File: src/rtl/cabce_regs.vh
// constants for the add/and/bit/call execute block: bus offsets, field positions,
// opcodes, reset values and t-state counts.
// assumes byte addresses on an avalon-mm slave with 32-bit data.
`ifndef CABCE_REGS_VH
`define CABCE_REGS_VH
// ----------------------------------------
// register offsets (byte addresses)
// ----------------------------------------
`define CABCE_OFS_INSTR 11'h000
`define CABCE_OFS_STATUS 11'h004
`define CABCE_OFS_PC 11'h008
`define CABCE_OFS_MODE 11'h00C
`define CABCE_OFS_STKTOP 11'h010
`define CABCE_OFS_IPTR0 11'h020
`define CABCE_REGWIN_TAG 4'h1
`define CABCE_PTRWIN_TAG 7'h02
`define CABCE_OFS_REG0 11'h080
`define CABCE_OFS_DMEM 11'h400
// ----------------------------------------
// mode register fields and reset values
// ----------------------------------------
`define CABCE_MODE_BANKA 0
`define CABCE_MODE_BANKB 1
`define CABCE_MODE_GIE 2
`define CABCE_RST_PC 16'h0000
`define CABCE_RST_BYTE 8'h00
// ----------------------------------------
// opcodes
// ----------------------------------------
`define CABCE_OP_ADDI 4'h0
`define CABCE_OP_ANDI 4'h4
`define CABCE_OP_BIT 4'h5
`define CABCE_OP_ADD_WITH_ACCUMULATOR_RR 6'h38
`define CABCE_OP_AND_WITH_ACCUMULATOR_RR 6'h3C
`define CABCE_OP_ADD_WITH_ACCUMULATOR_IX 7'h50
`define CABCE_OP_AND_WITH_ACCUMULATOR_IX 7'h5A
`define CABCE_OP_CALL 8'h9C
// ----------------------------------------
// index address modes
// ----------------------------------------
`define CABCE_AM_POSTDEC 2'h0
`define CABCE_AM_NOCHG 2'h1
`define CABCE_AM_POSTINC 2'h2
`define CABCE_AM_PREINC 2'h3
// ----------------------------------------
// mapped registers and timing
// ----------------------------------------
`define CABCE_R_NCF 5'h01
`define CABCE_R_ICR 5'h02
`define CABCE_R_ACC 5'h04
`define CABCE_R_TSR 5'h0C
`define CABCE_R_RTR 5'h0D
`define CABCE_RX_DEPTH 2'h3
`define CABCE_TST_SHORT 2'h2
`define CABCE_TST_LONG 2'h3
`endif

File: src/rtl/cabce_alu.v
// eight-bit adder / and unit with n, z, c, v flag outputs.
// purely combinational; the caller decides which flags it keeps.
`default_nettype none

module cabce_alu (
  // operands
  input wire [7:0] opA,
  input wire [7:0] opB,
  input wire opAdd,
  // result and flags
  output reg [7:0] res,
  output reg flagN,
  output reg flagZ,
  output reg flagC,
  output reg flagV
);

  reg [8:0] sum9;

  // overflow is the signed view: equal operand signs giving a differing result sign
  always @* begin
    sum9 = {1'b0, opA} + {1'b0, opB};
    if (opAdd) begin
      res = sum9[7:0];
      flagC = sum9[8];
      flagV = (opA[7] == opB[7]) && (sum9[7] != opA[7]);
    end else begin
      res = opA & opB;
      flagC = 1'b0;
      flagV = 1'b0;
    end
    flagN = res[7];
    flagZ = (res == 8'h00);
  end

endmodule // cabce_alu

`default_nettype wire

File: src/rtl/cabce_dmem.v
// byte-wide data memory, 256 locations, one write port and one read port.
// read is asynchronous so the bus slave can latch the byte in its answer cycle.
`default_nettype none

module cabce_dmem (
  // clock
  input wire core_clk,
  // write port
  input wire wrEn,
  input wire [7:0] wrAddr,
  input wire [7:0] wrData,
  // read port
  input wire [7:0] rdAddr,
  output wire [7:0] rdData
);

  reg [7:0] mem [0:255];

  // no reset: contents are undefined until written
  always @(posedge core_clk) begin
    if (wrEn) begin
      mem[wrAddr] <= wrData;
    end
  end

  assign rdData = mem[rdAddr];

endmodule // cabce_dmem

`default_nettype wire

File: src/rtl/cabce_core.v
// execute unit for add immediate, add/and with accumulator, and immediate, bit test
// and relative call, with banked register file, index pointers, address stack,
// receive fifo window and an avalon-mm slave for software.
// assumes rxPush/rxWord come from logic on core_clk; txEmptyPin is asynchronous.
//
// How it works
// - add immediate sums byte into limited register, writes back, sets n z c v
// - add immediate reaches only r0 to r15; immediate is eight bits
// - add with accumulator: source plus accumulator to register or indexed memory, n z c v
// - accumulator follows bank b selection, main or alternate
// - register form of add with accumulator: 111000, destination, source fields
// - indexed form: 1010000, mode, pointer select, source in bits 4..0
// - mode codes post-dec, none, post-inc, pre-inc; select picks one of four pointers
// - register forms take two t-states, indexed forms take three
// - and immediate on r0..r15, writes back, touches only n and z
// - and immediate opcode 0100 above immediate and limited register
// - and with accumulator to register or indexed memory, only n and z
// - bit test ands limited register with immediate, flags only, no write
// - call pushes pc, flags, interrupt enable and bank selections together
// - call target is pc plus sign-extended eight-bit displacement
// - pc used for the target already points past the call
// - receive fifo holds three 11-bit words; status shows top bits, data read pops
// - interrupt control is register 2; clearing low bits unmasks tx and rx only
// - transmit-empty flag lives in register 1 for polling by bit test
// - call is 8-bit opcode over 8-bit displacement, three t-states
//
// The Avalon-MM register port and the placing of the registers were left to the implementer.
`default_nettype none
`include "cabce_regs.vh"
module cabce_core (
  // clock and reset
  input wire core_clk,
  input wire rst,
  // avalon-mm slave
  input wire [10:0] avs_address,
  input wire avs_read,
  input wire avs_write,
  input wire [31:0] avs_writedata,
  output reg [31:0] avs_readdata,
  output reg avs_waitrequest,
  // transceiver side
  input wire txEmptyPin,
  input wire rxPush,
  input wire [10:0] rxWord,
  output reg [7:0] irqMask
);
  // ----------------------------------------
  // state
  // ----------------------------------------
  localparam ST_IDLE = 2'b01;
  localparam ST_EXEC = 2'b10;
  reg [1:0] st_r;
  reg [1:0] tcnt_r;
  reg [15:0] ir_r;
  reg [15:0] pc_r;
  reg [3:0] flags_r;
  reg gie_r;
  reg bankA_r;
  reg bankB_r;
  reg illegal_r;
  reg [7:0] rf [0:43];
  reg [7:0] ncf_r;
  reg [15:0] iptr [0:3];
  reg [22:0] stk [0:3];
  reg [1:0] sp_r;
  reg [10:0] rxq [0:2];
  reg [1:0] rxCnt_r;
  reg rxOvf_r;
  reg txS1_r;
  reg txS2_r;
  reg txS3_r;
  reg txEmpty_r;
  integer i;
  // ----------------------------------------
  // register view helpers
  // ----------------------------------------
  // alternates exist for r0..r3 (bank a) and r4..r11 (bank b); alternate copy sits at 32+n
  function [5:0] physIdx;
    input [4:0] n;
    input ba;
    input bb;
    begin
      if ((n < 5'h04 && ba) || (n >= 5'h04 && n < 5'h0C && bb)) begin
        physIdx = {1'b1, n};
      end else begin
        physIdx = {1'b0, n};
      end
    end
  endfunction
  // one wire per register number, so every reader follows the state it shows; mapped ones overlay
  wire [7:0] regView [0:31];
  genvar gv;
  generate
    for (gv = 0; gv < 32; gv = gv + 1) begin : gRegView
      localparam [4:0] RN = gv;
      assign regView[gv] = (RN == `CABCE_R_NCF) ? {ncf_r[7:1], txEmpty_r} :
                           (RN == `CABCE_R_ICR) ? irqMask :
                           (RN == `CABCE_R_TSR) ? {5'h00, rxq[0][10:8]} :
                           (RN == `CABCE_R_RTR) ? rxq[0][7:0] :
                           rf[physIdx(RN, bankA_r, bankB_r)];
    end
  endgenerate
  // ----------------------------------------
  // decode
  // ----------------------------------------
  wire isAddI = (ir_r[15:12] == `CABCE_OP_ADDI);
  wire isAndI = (ir_r[15:12] == `CABCE_OP_ANDI);
  wire isBit = (ir_r[15:12] == `CABCE_OP_BIT);
  wire isAddaR = (ir_r[15:10] == `CABCE_OP_ADD_WITH_ACCUMULATOR_RR);
  wire isAndaR = (ir_r[15:10] == `CABCE_OP_AND_WITH_ACCUMULATOR_RR);
  wire isAddaX = (ir_r[15:9] == `CABCE_OP_ADD_WITH_ACCUMULATOR_IX);
  wire isAndaX = (ir_r[15:9] == `CABCE_OP_AND_WITH_ACCUMULATOR_IX);
  wire isCall = (ir_r[15:8] == `CABCE_OP_CALL);
  wire immForm = isAddI | isAndI | isBit;
  wire accReg = isAddaR | isAndaR;
  wire accIdx = isAddaX | isAndaX;
  wire known = immForm | accReg | accIdx | isCall;
  wire [1:0] tNeed = (accIdx | isCall) ? `CABCE_TST_LONG : `CABCE_TST_SHORT;
  wire [4:0] srcIdx = immForm ? {1'b0, ir_r[3:0]} : ir_r[4:0];
  wire [1:0] amode = ir_r[8:7];
  wire [1:0] ptrSel = ir_r[6:5];
  wire commit = st_r[1] && (tcnt_r == tNeed - 2'h1);
  // ----------------------------------------
  // alu
  // ----------------------------------------
  wire [7:0] aluA = regView[srcIdx];
  wire [7:0] aluB = immForm ? ir_r[11:4] : regView[`CABCE_R_ACC];
  wire aluAdd = isAddI | isAddaR | isAddaX;
  wire [7:0] aluRes;
  wire aluN;
  wire aluZ;
  wire aluC;
  wire aluV;
  cabce_alu cabce_alu_inst (
    .opA(aluA),
    .opB(aluB),
    .opAdd(aluAdd),
    .res(aluRes),
    .flagN(aluN),
    .flagZ(aluZ),
    .flagC(aluC),
    .flagV(aluV)
  );
  // ----------------------------------------
  // indexed addressing and call target
  // ----------------------------------------
  wire [15:0] ptrNow = iptr[ptrSel];
  wire [15:0] ptrInc = ptrNow + 16'h0001;
  wire [15:0] ptrDec = ptrNow - 16'h0001;
  wire [15:0] memAddr = (amode == `CABCE_AM_PREINC) ? ptrInc : ptrNow;
  wire [15:0] pcNext = pc_r + 16'h0001;
  wire [15:0] callTgt = pcNext + {{8{ir_r[7]}}, ir_r[7:0]};
  // ----------------------------------------
  // bus decode
  // ----------------------------------------
  wire busDone = !avs_waitrequest;
  wire busWr = busDone && avs_write;
  wire busRd = busDone && avs_read;
  wire inRegWin = (avs_address[10:7] == `CABCE_REGWIN_TAG);
  wire inMemWin = avs_address[10];
  wire [4:0] busReg = avs_address[6:2];
  wire inPtrWin = (avs_address[10:4] == `CABCE_PTRWIN_TAG);
  wire [1:0] busPtr = avs_address[3:2];
  wire [7:0] memRd;
  // register file write port: instruction result or software
  wire instrWr = commit && (isAddI | isAndI | accReg);
  wire busRegWr = busWr && inRegWin;
  wire regWr = instrWr | busRegWr;
  wire [4:0] wrIdx = instrWr ? (accReg ? ir_r[9:5] : {1'b0, ir_r[3:0]}) : busReg;
  wire [7:0] wrVal = instrWr ? aluRes : avs_writedata[7:0];
  wire memInstrWr = commit && accIdx;
  wire popRx = (commit && (immForm | accReg | accIdx) && srcIdx == `CABCE_R_RTR) ||
               (busRd && inRegWin && busReg == `CABCE_R_RTR);
  cabce_dmem cabce_dmem_inst (
    .core_clk(core_clk),
    .wrEn(memInstrWr | (busWr && inMemWin)),
    .wrAddr(memInstrWr ? memAddr[7:0] : avs_address[9:2]),
    .wrData(memInstrWr ? aluRes : avs_writedata[7:0]),
    .rdAddr(avs_address[9:2]),
    .rdData(memRd)
  );
  // read mux, sampled in the cycle waitrequest drops
  reg [31:0] rdMux;
  always @* begin
    rdMux = 32'h0000_0000;
    if (inMemWin) begin
      rdMux = {24'h00_0000, memRd};
    end else if (inRegWin) begin
      rdMux = {24'h00_0000, regView[busReg]};
    end else if (inPtrWin) begin
      rdMux = {16'h0000, iptr[busPtr]};
    end else begin
      case (avs_address)
        `CABCE_OFS_INSTR: rdMux = {16'h0000, ir_r};
        `CABCE_OFS_STATUS: rdMux = {21'h0, illegal_r, rxOvf_r, sp_r, bankB_r, bankA_r, gie_r, flags_r};
        `CABCE_OFS_PC: rdMux = {16'h0000, pc_r};
        `CABCE_OFS_MODE: rdMux = {29'h0, gie_r, bankB_r, bankA_r};
        `CABCE_OFS_STKTOP: rdMux = {9'h000, stk[sp_r - 2'h1]};
        default: rdMux = 32'h0000_0000;
      endcase
    end
  end
  // ----------------------------------------
  // bus slave handshake
  // ----------------------------------------
  // every access waits while an instruction runs, so software never races the datapath
  always @(posedge core_clk or posedge rst) begin
    if (rst) begin
      avs_waitrequest <= 1'b1;
      avs_readdata <= 32'h0000_0000;
    end else if (!avs_waitrequest) begin
      avs_waitrequest <= 1'b1;
    end else if ((avs_read || avs_write) && st_r[0]) begin
      avs_waitrequest <= 1'b0;
      avs_readdata <= avs_read ? rdMux : 32'h0000_0000;
    end
  end
  // ----------------------------------------
  // sequencer, pc, flags, stack
  // ----------------------------------------
  // t-states are counted in EXEC; the last one commits all results at once
  always @(posedge core_clk or posedge rst) begin
    if (rst) begin
      st_r <= ST_IDLE;
      tcnt_r <= 2'h0;
      ir_r <= 16'h0000;
      pc_r <= `CABCE_RST_PC;
      flags_r <= 4'h0;
      gie_r <= 1'b0;
      bankA_r <= 1'b0;
      bankB_r <= 1'b0;
      illegal_r <= 1'b0;
      sp_r <= 2'h0;
      for (i = 0; i < 4; i = i + 1) begin
        stk[i] <= 23'h00_0000;
      end
    end else begin
      case (st_r)
        ST_IDLE: begin
          if (busWr && avs_address == `CABCE_OFS_INSTR) begin
            ir_r <= avs_writedata[15:0];
            tcnt_r <= 2'h0;
            st_r <= ST_EXEC;
          end else if (busWr && avs_address == `CABCE_OFS_PC) begin
            pc_r <= avs_writedata[15:0];
          end else if (busWr && avs_address == `CABCE_OFS_MODE) begin
            bankA_r <= avs_writedata[`CABCE_MODE_BANKA];
            bankB_r <= avs_writedata[`CABCE_MODE_BANKB];
            gie_r <= avs_writedata[`CABCE_MODE_GIE];
          end
        end
        ST_EXEC: begin
          tcnt_r <= tcnt_r + 2'h1;
          if (commit) begin
            st_r <= ST_IDLE;
            illegal_r <= !known;
            pc_r <= isCall ? callTgt : pcNext;
            if (isCall) begin
              stk[sp_r] <= {pcNext, gie_r, flags_r, bankA_r, bankB_r};
              sp_r <= sp_r + 2'h1;
            end
            if (isAddI || isAddaR || isAddaX) begin
              flags_r <= {aluN, aluZ, aluC, aluV};
            end else if (isAndI || isBit || isAndaR || isAndaX) begin
              flags_r <= {aluN, aluZ, flags_r[1:0]};
            end
          end
        end
        default: st_r <= ST_IDLE;
      endcase
    end
  end
  // ----------------------------------------
  // register file and mapped registers
  // ----------------------------------------
  // r12/r13 are fifo views and ignore writes; bit test never reaches here
  always @(posedge core_clk or posedge rst) begin
    if (rst) begin
      ncf_r <= `CABCE_RST_BYTE;
      irqMask <= 8'hFF;
      for (i = 0; i < 44; i = i + 1) begin
        rf[i] <= `CABCE_RST_BYTE;
      end
    end else if (regWr) begin
      case (wrIdx)
        `CABCE_R_NCF: ncf_r <= wrVal;
        `CABCE_R_ICR: irqMask <= wrVal;
        `CABCE_R_TSR, `CABCE_R_RTR: ncf_r <= ncf_r;
        default: rf[physIdx(wrIdx, bankA_r, bankB_r)] <= wrVal;
      endcase
    end
  end
  // ----------------------------------------
  // index pointers
  // ----------------------------------------
  // pre-increment addresses with ptr+1; post modes address with the old value
  always @(posedge core_clk or posedge rst) begin
    if (rst) begin
      for (i = 0; i < 4; i = i + 1) begin
        iptr[i] <= 16'h0000;
      end
    end else if (memInstrWr) begin
      case (amode)
        `CABCE_AM_POSTDEC: iptr[ptrSel] <= ptrDec;
        `CABCE_AM_NOCHG: iptr[ptrSel] <= ptrNow;
        `CABCE_AM_POSTINC: iptr[ptrSel] <= ptrInc;
        `CABCE_AM_PREINC: iptr[ptrSel] <= ptrInc;
        default: iptr[ptrSel] <= ptrNow;
      endcase
    end else if (busWr && inPtrWin) begin
      iptr[busPtr] <= avs_writedata[15:0];
    end
  end
  // ----------------------------------------
  // receive fifo, three words of 11 bits
  // ----------------------------------------
  // a push into a full fifo with no pop in the same cycle is dropped and sticks the overflow bit
  always @(posedge core_clk or posedge rst) begin
    if (rst) begin
      rxCnt_r <= 2'h0;
      rxOvf_r <= 1'b0;
      for (i = 0; i < 3; i = i + 1) begin
        rxq[i] <= 11'h000;
      end
    end else begin
      if (popRx && rxCnt_r != 2'h0) begin
        rxq[0] <= rxq[1];
        rxq[1] <= rxq[2];
        if (rxPush) begin
          rxq[rxCnt_r - 2'h1] <= rxWord;
        end else begin
          rxCnt_r <= rxCnt_r - 2'h1;
        end
      end else if (rxPush) begin
        if (rxCnt_r == `CABCE_RX_DEPTH) begin
          rxOvf_r <= 1'b1;
        end else begin
          rxq[rxCnt_r] <= rxWord;
          rxCnt_r <= rxCnt_r + 2'h1;
        end
      end
      if (busWr && avs_address == `CABCE_OFS_STATUS && avs_writedata[9] && !(rxPush && rxCnt_r == `CABCE_RX_DEPTH)) begin
        rxOvf_r <= 1'b0;
      end
    end
  end
  // ----------------------------------------
  // transmit-empty pin synchroniser
  // ----------------------------------------
  // three stages; the level moves only when stages two and three agree
  always @(posedge core_clk or posedge rst) begin
    if (rst) begin
      txS1_r <= 1'b0;
      txS2_r <= 1'b0;
      txS3_r <= 1'b0;
      txEmpty_r <= 1'b0;
    end else begin
      txS1_r <= txEmptyPin;
      txS2_r <= txS1_r;
      txS3_r <= txS2_r;
      if (txS2_r == txS3_r) begin
        txEmpty_r <= txS3_r;
      end
    end
  end
endmodule // cabce_core
`default_nettype wire

File: config.mk
export PLATFORM = sky130hd
export DESIGN_NAME = cabce_core
export DESIGN_NICKNAME = d
export VERILOG_FILES = /design/src/rtl/cabce_alu.v /design/src/rtl/cabce_dmem.v /design/src/rtl/cabce_core.v
export VERILOG_INCLUDE_DIRS = /design/src /design/src/rtl
export SDC_FILE = /design/constraint.sdc
export NUM_CORES = 2
export LEC_CHECK = 0
export ABC_CLOCK_PERIOD_IN_PS = 29800
export BUFFER_PORTS_ARGS = -buffer_cell sky130_fd_sc_hd__buf_2
export CORE_MARGIN = 4
export CORE_UTILIZATION = 23
export CTS_CLUSTER_DIAMETER = 200
export CTS_CLUSTER_SIZE = 30
export DETAILED_ROUTE_END_ITERATION = 8
export MAX_ROUTING_LAYER = met4
export PLACE_DENSITY = 0.43
export SLEW_MARGIN = 20
export SYNTH_ARGS = -nofsm -noshare
export SYNTH_HDL_FRONTEND = slang
export SYNTH_HIERARCHICAL = 1
export SYNTH_SLANG_ARGS = --single-unit
export TNS_END_PERCENT = 5
File: constraint.sdc
create_clock -name core_clk -period 29.8 [get_ports core_clk]
set_input_delay 4.47 -clock core_clk [delete_from_list [all_inputs] [get_ports core_clk]]
set_output_delay 4.47 -clock core_clk [all_outputs]
set_load 0.02 [all_outputs]
==> summary.txt <==
Worst setup path
  • WP data arrival: about 12 ns
  • Setup crit end kind: flop
  • Crit-path max FO: roughly 70
  • WP data required: just over 30 ns
  • Kind of critical path: in2reg
  • Critical path launch point type: input port
  • Reg2reg path depth: 18
  • R2R Setup Slk: ~22 ns

Power and ir drop
  • PwrDens: between 50 and 60 nW/um^2
  • Switching Share: 23.8%
  • VDD IR max: roughly 0.057 mV
  • Logic gate share of total power: 7.6%
  • Leakage: 40.5 nW
  • Clk pwr share: 28.6%
  • Sw power: 1.49 mW
  • Int Power: ~4.8 mW
  • Flop pwr share: 63.9%

Finish
  • Post-layout util: about a quarter
  • Most common cell after layout, fill and taps aside: edfxtp_1
  • Filler cell count: about 50k
  • Most frequent cells in the layout: edfxtp_1, mux4_2, nor2_1, dfrtp_1, nand2_1
  • # nets final: ~7.0k
  • Area taken by multi-input logic gates: approximately 35,000 um^2
  • FF/Latch Area: approximately 76,000 um^2
  • Layout cells sized above 1: 20.0%
  • P&R area growth vs syn: 9.32%

Clock network
  • Hold buffers post-CTS: 0
  • Clock root buffer: clkbuf_16
  • Worst-skew pair later-pin latency: approximately 0.93 ns
  • Post-CTS Resized: 0
  • CTS Buf Count: about 100
  • Clk sinks: 2,633
  • Bufs on Longest Clock Path: 4
  • Post-CTS Setup Repair Bufs: 0
  • Worst-path clk slew: 0.13 ns
  • Max H-tree Level: 3
  • CTS tree: yes

Synth
  • Largest area contributor in the netlist: edfxtp_1
  • Post-synthesis average cell area: between 15 and 20 um^2
  • Async SR Flop Fraction: between 20% and 30%
  • Sequential element share of the synthesized area: between 60% and 70%
  • Top cell type's share of synthesized area: a little over half
  • Ranking of synthesized cells by area: edfxtp_1, dfrtp_1, mux4_2
  • Warnings, synthesis: 6
  • Synth Flop Type: edfxtp_1
  • Mapped cell area: about 110,000 um^2
  • Post-synth EDFFs: slightly above 2k
  • Post-Syn Instances: 7,097
  • Distinct cells, synth: 99
  • FF+latch count, synth: 2,633

Floorplanning
  • Die width: 711 um
  • Chip Height: about 710 um
  • Core Footprint: roughly 490,000 um^2
  • # rows: around 260
  • Initial Util: between 20 and 25%
  • Ports: roughly 100
  • Die ar.: ~510,000 um^2

STA
  • TNS Setup: 0 ns
  • Final WS setup: 18.86 ns
  • RSZ-0062 raised after global routing: false
  • Worst hold margin: about 0.36 ns
  • Final hold vios: 0
  • Fin. max-slew vios: 0
  • Fin crit share: 36.7%
  • Final Setup Violations: 0
  • Fmax: 91.4 MHz
  • Slew Limit Headroom: roughly 15%
  • Final Critical Period: 10.94 ns
  • Worst-margin pin slew: roughly 1.3 ns
  • Worst-case clock skew: between 0.08 and 0.09 ns

Global routing
  • Global-route wire length before repair: just over 500 mm
  • Vias in the first global route: approximately 66k
  • Total Routing Usage GR: ~14%
  • Largest net degree at the start of global routing: between 150 and 200
  • Grt ovf: 0
  • Antenna violations before repair: 14

Route
  • First DRT Iteration DRCs: ~6.3k
  • Vias per cell: ~4.8
  • WL/cell: roughly 26 um
  • # DRC: 0
  • Antenna Violating Nets Remaining: 0
  • Vias: approximately 65k
  • WL final: about 350 mm
  • 1st-pass router iterations: 6

Place
  • IO buf count: between 70 and 80
  • Post-DP HPWL: 226 mm
  • RD Place Congestion: between 0.8 and 0.9
  • Place WS: around 18 ns

Hold path
  • Worst hold path type: reg2reg
  • Hold path depth: 0

Run status
  • Status: completed

Flow run
  • Max-cap viol count: 0
==> cell type report <==
type	instances	share of cell area, %
Clock buffer	135	2.17
Timing Repair Buffer	261	1.55
Multi-Input combinational cell	3890	28.2
Sequential cell	2633	61.2
Inverter	59	0.184
Tap cell	6500	6.54
Clock inverter	6	0.0825
Antenna cell	7	0.0141
==> Yosys cell counts, drive strengths merged, types with 78 or more instances <==
library cell  count
a22oi           156
buf             186
edfxtp         2048
nand3            89
dfrtp           575
mux2            274
a21oi           354
clkbuf          337
o21ai           283
nand2           438
mux4            638
nor2            583
mux2i           205
nor3             78
==> flip-flops by register name, indices dropped and copies added (netlist names), 2 cells and up <==
signal	flops
irqMask	8
st_r	2
rxq	22
ir_r	16
iptr	64
flags_r	4
ncf_r	7
sp_r	2
rxCnt_r	2
cabce_dmem_inst/mem	2048
pc_r	16
rf	304
stk	92
regView	11
tcnt_r	2
avs_readdata	23
==> worst max-delay path, stage by stage <==
cell and delay [ns]:
buf_8 0.31, buf_4 0.70, buf_12 0.47, buf_4 0.73
buf_4 0.74, mux4_2 0.63, mux4_2 0.53, nor2b_1 0.16
nor4_1 1.03, nor4_2 0.30, a21oi_1 0.46, o31ai_1 0.16
a221oi_1 0.52, o21ai_0 0.15
==> path summary, 6_finish.rpt <==
check / startpoint / endpoint
max: avs_address[2] / avs_readdata[4]
min: txS1_r / txS2_r
max reg2reg: bankB_r / cabce_dmem_inst/mem[37][7]
min reg2reg: txS1_r / txS2_r
max in group asynchronous: rst / rf[175]
min in group asynchronous: rst / rf[300]
==> stage by stage <==
step           cells  instance area (um^2)  total power [mW]
2_1_floorplan   7105                114000              4.40
3_3_place_gp   13343                122000              4.57
5_1_grt        13486                124000              6.51
4_1_cts        13484                124000              6.36
6_report       13491                124000              6.29
3_5_place_dp   13343                122000              4.58
==> cell families (layout without fill, tap and decap cells) <==
group / after synthesis / in the layout / synth area share (%)
DFF: 2633 / 2633 / 66.9
and+or+nand+nor: 1411 / 1411 / 5.42
AOI/OAI and AO/OA: 1236 / 1236 / 6.97
muxes: 1117 / 1117 / 17.1
buffers and inverters: 582 / 461 / 2.51
xor gates and xnor gates: 79 / 79 / 0.608
adders and majority gates: 38 / 38 / 0.429
other: 1 / 16 / 0.00330
==> layer usage <==
| metal | track usage (%) | part of all wire (%) |
|---|---|---|
| met3 | 1.46 | 4.6 |
| met2 | 22.7 | 48 |
| met5 | - | 0 |
| met1 | 18.9 | 44 |
| met4 | 3.30 | 2.6 |
==> power by group through the flow <==
stage | Combinational, mW | Sequential (mW) | Clock (mW)
final | 0.475 | 4.02 | 1.80
after global routing | 0.509 | 4.02 | 1.98
after CTS | 0.484 | 4.02 | 1.86
after detailed placement | 0.483 | 4.10 | 0
after global placement | 0.476 | 4.10 | 0
after floorplan | 0.296 | 4.10 | 0
Power figures use the tool's default switching activity.
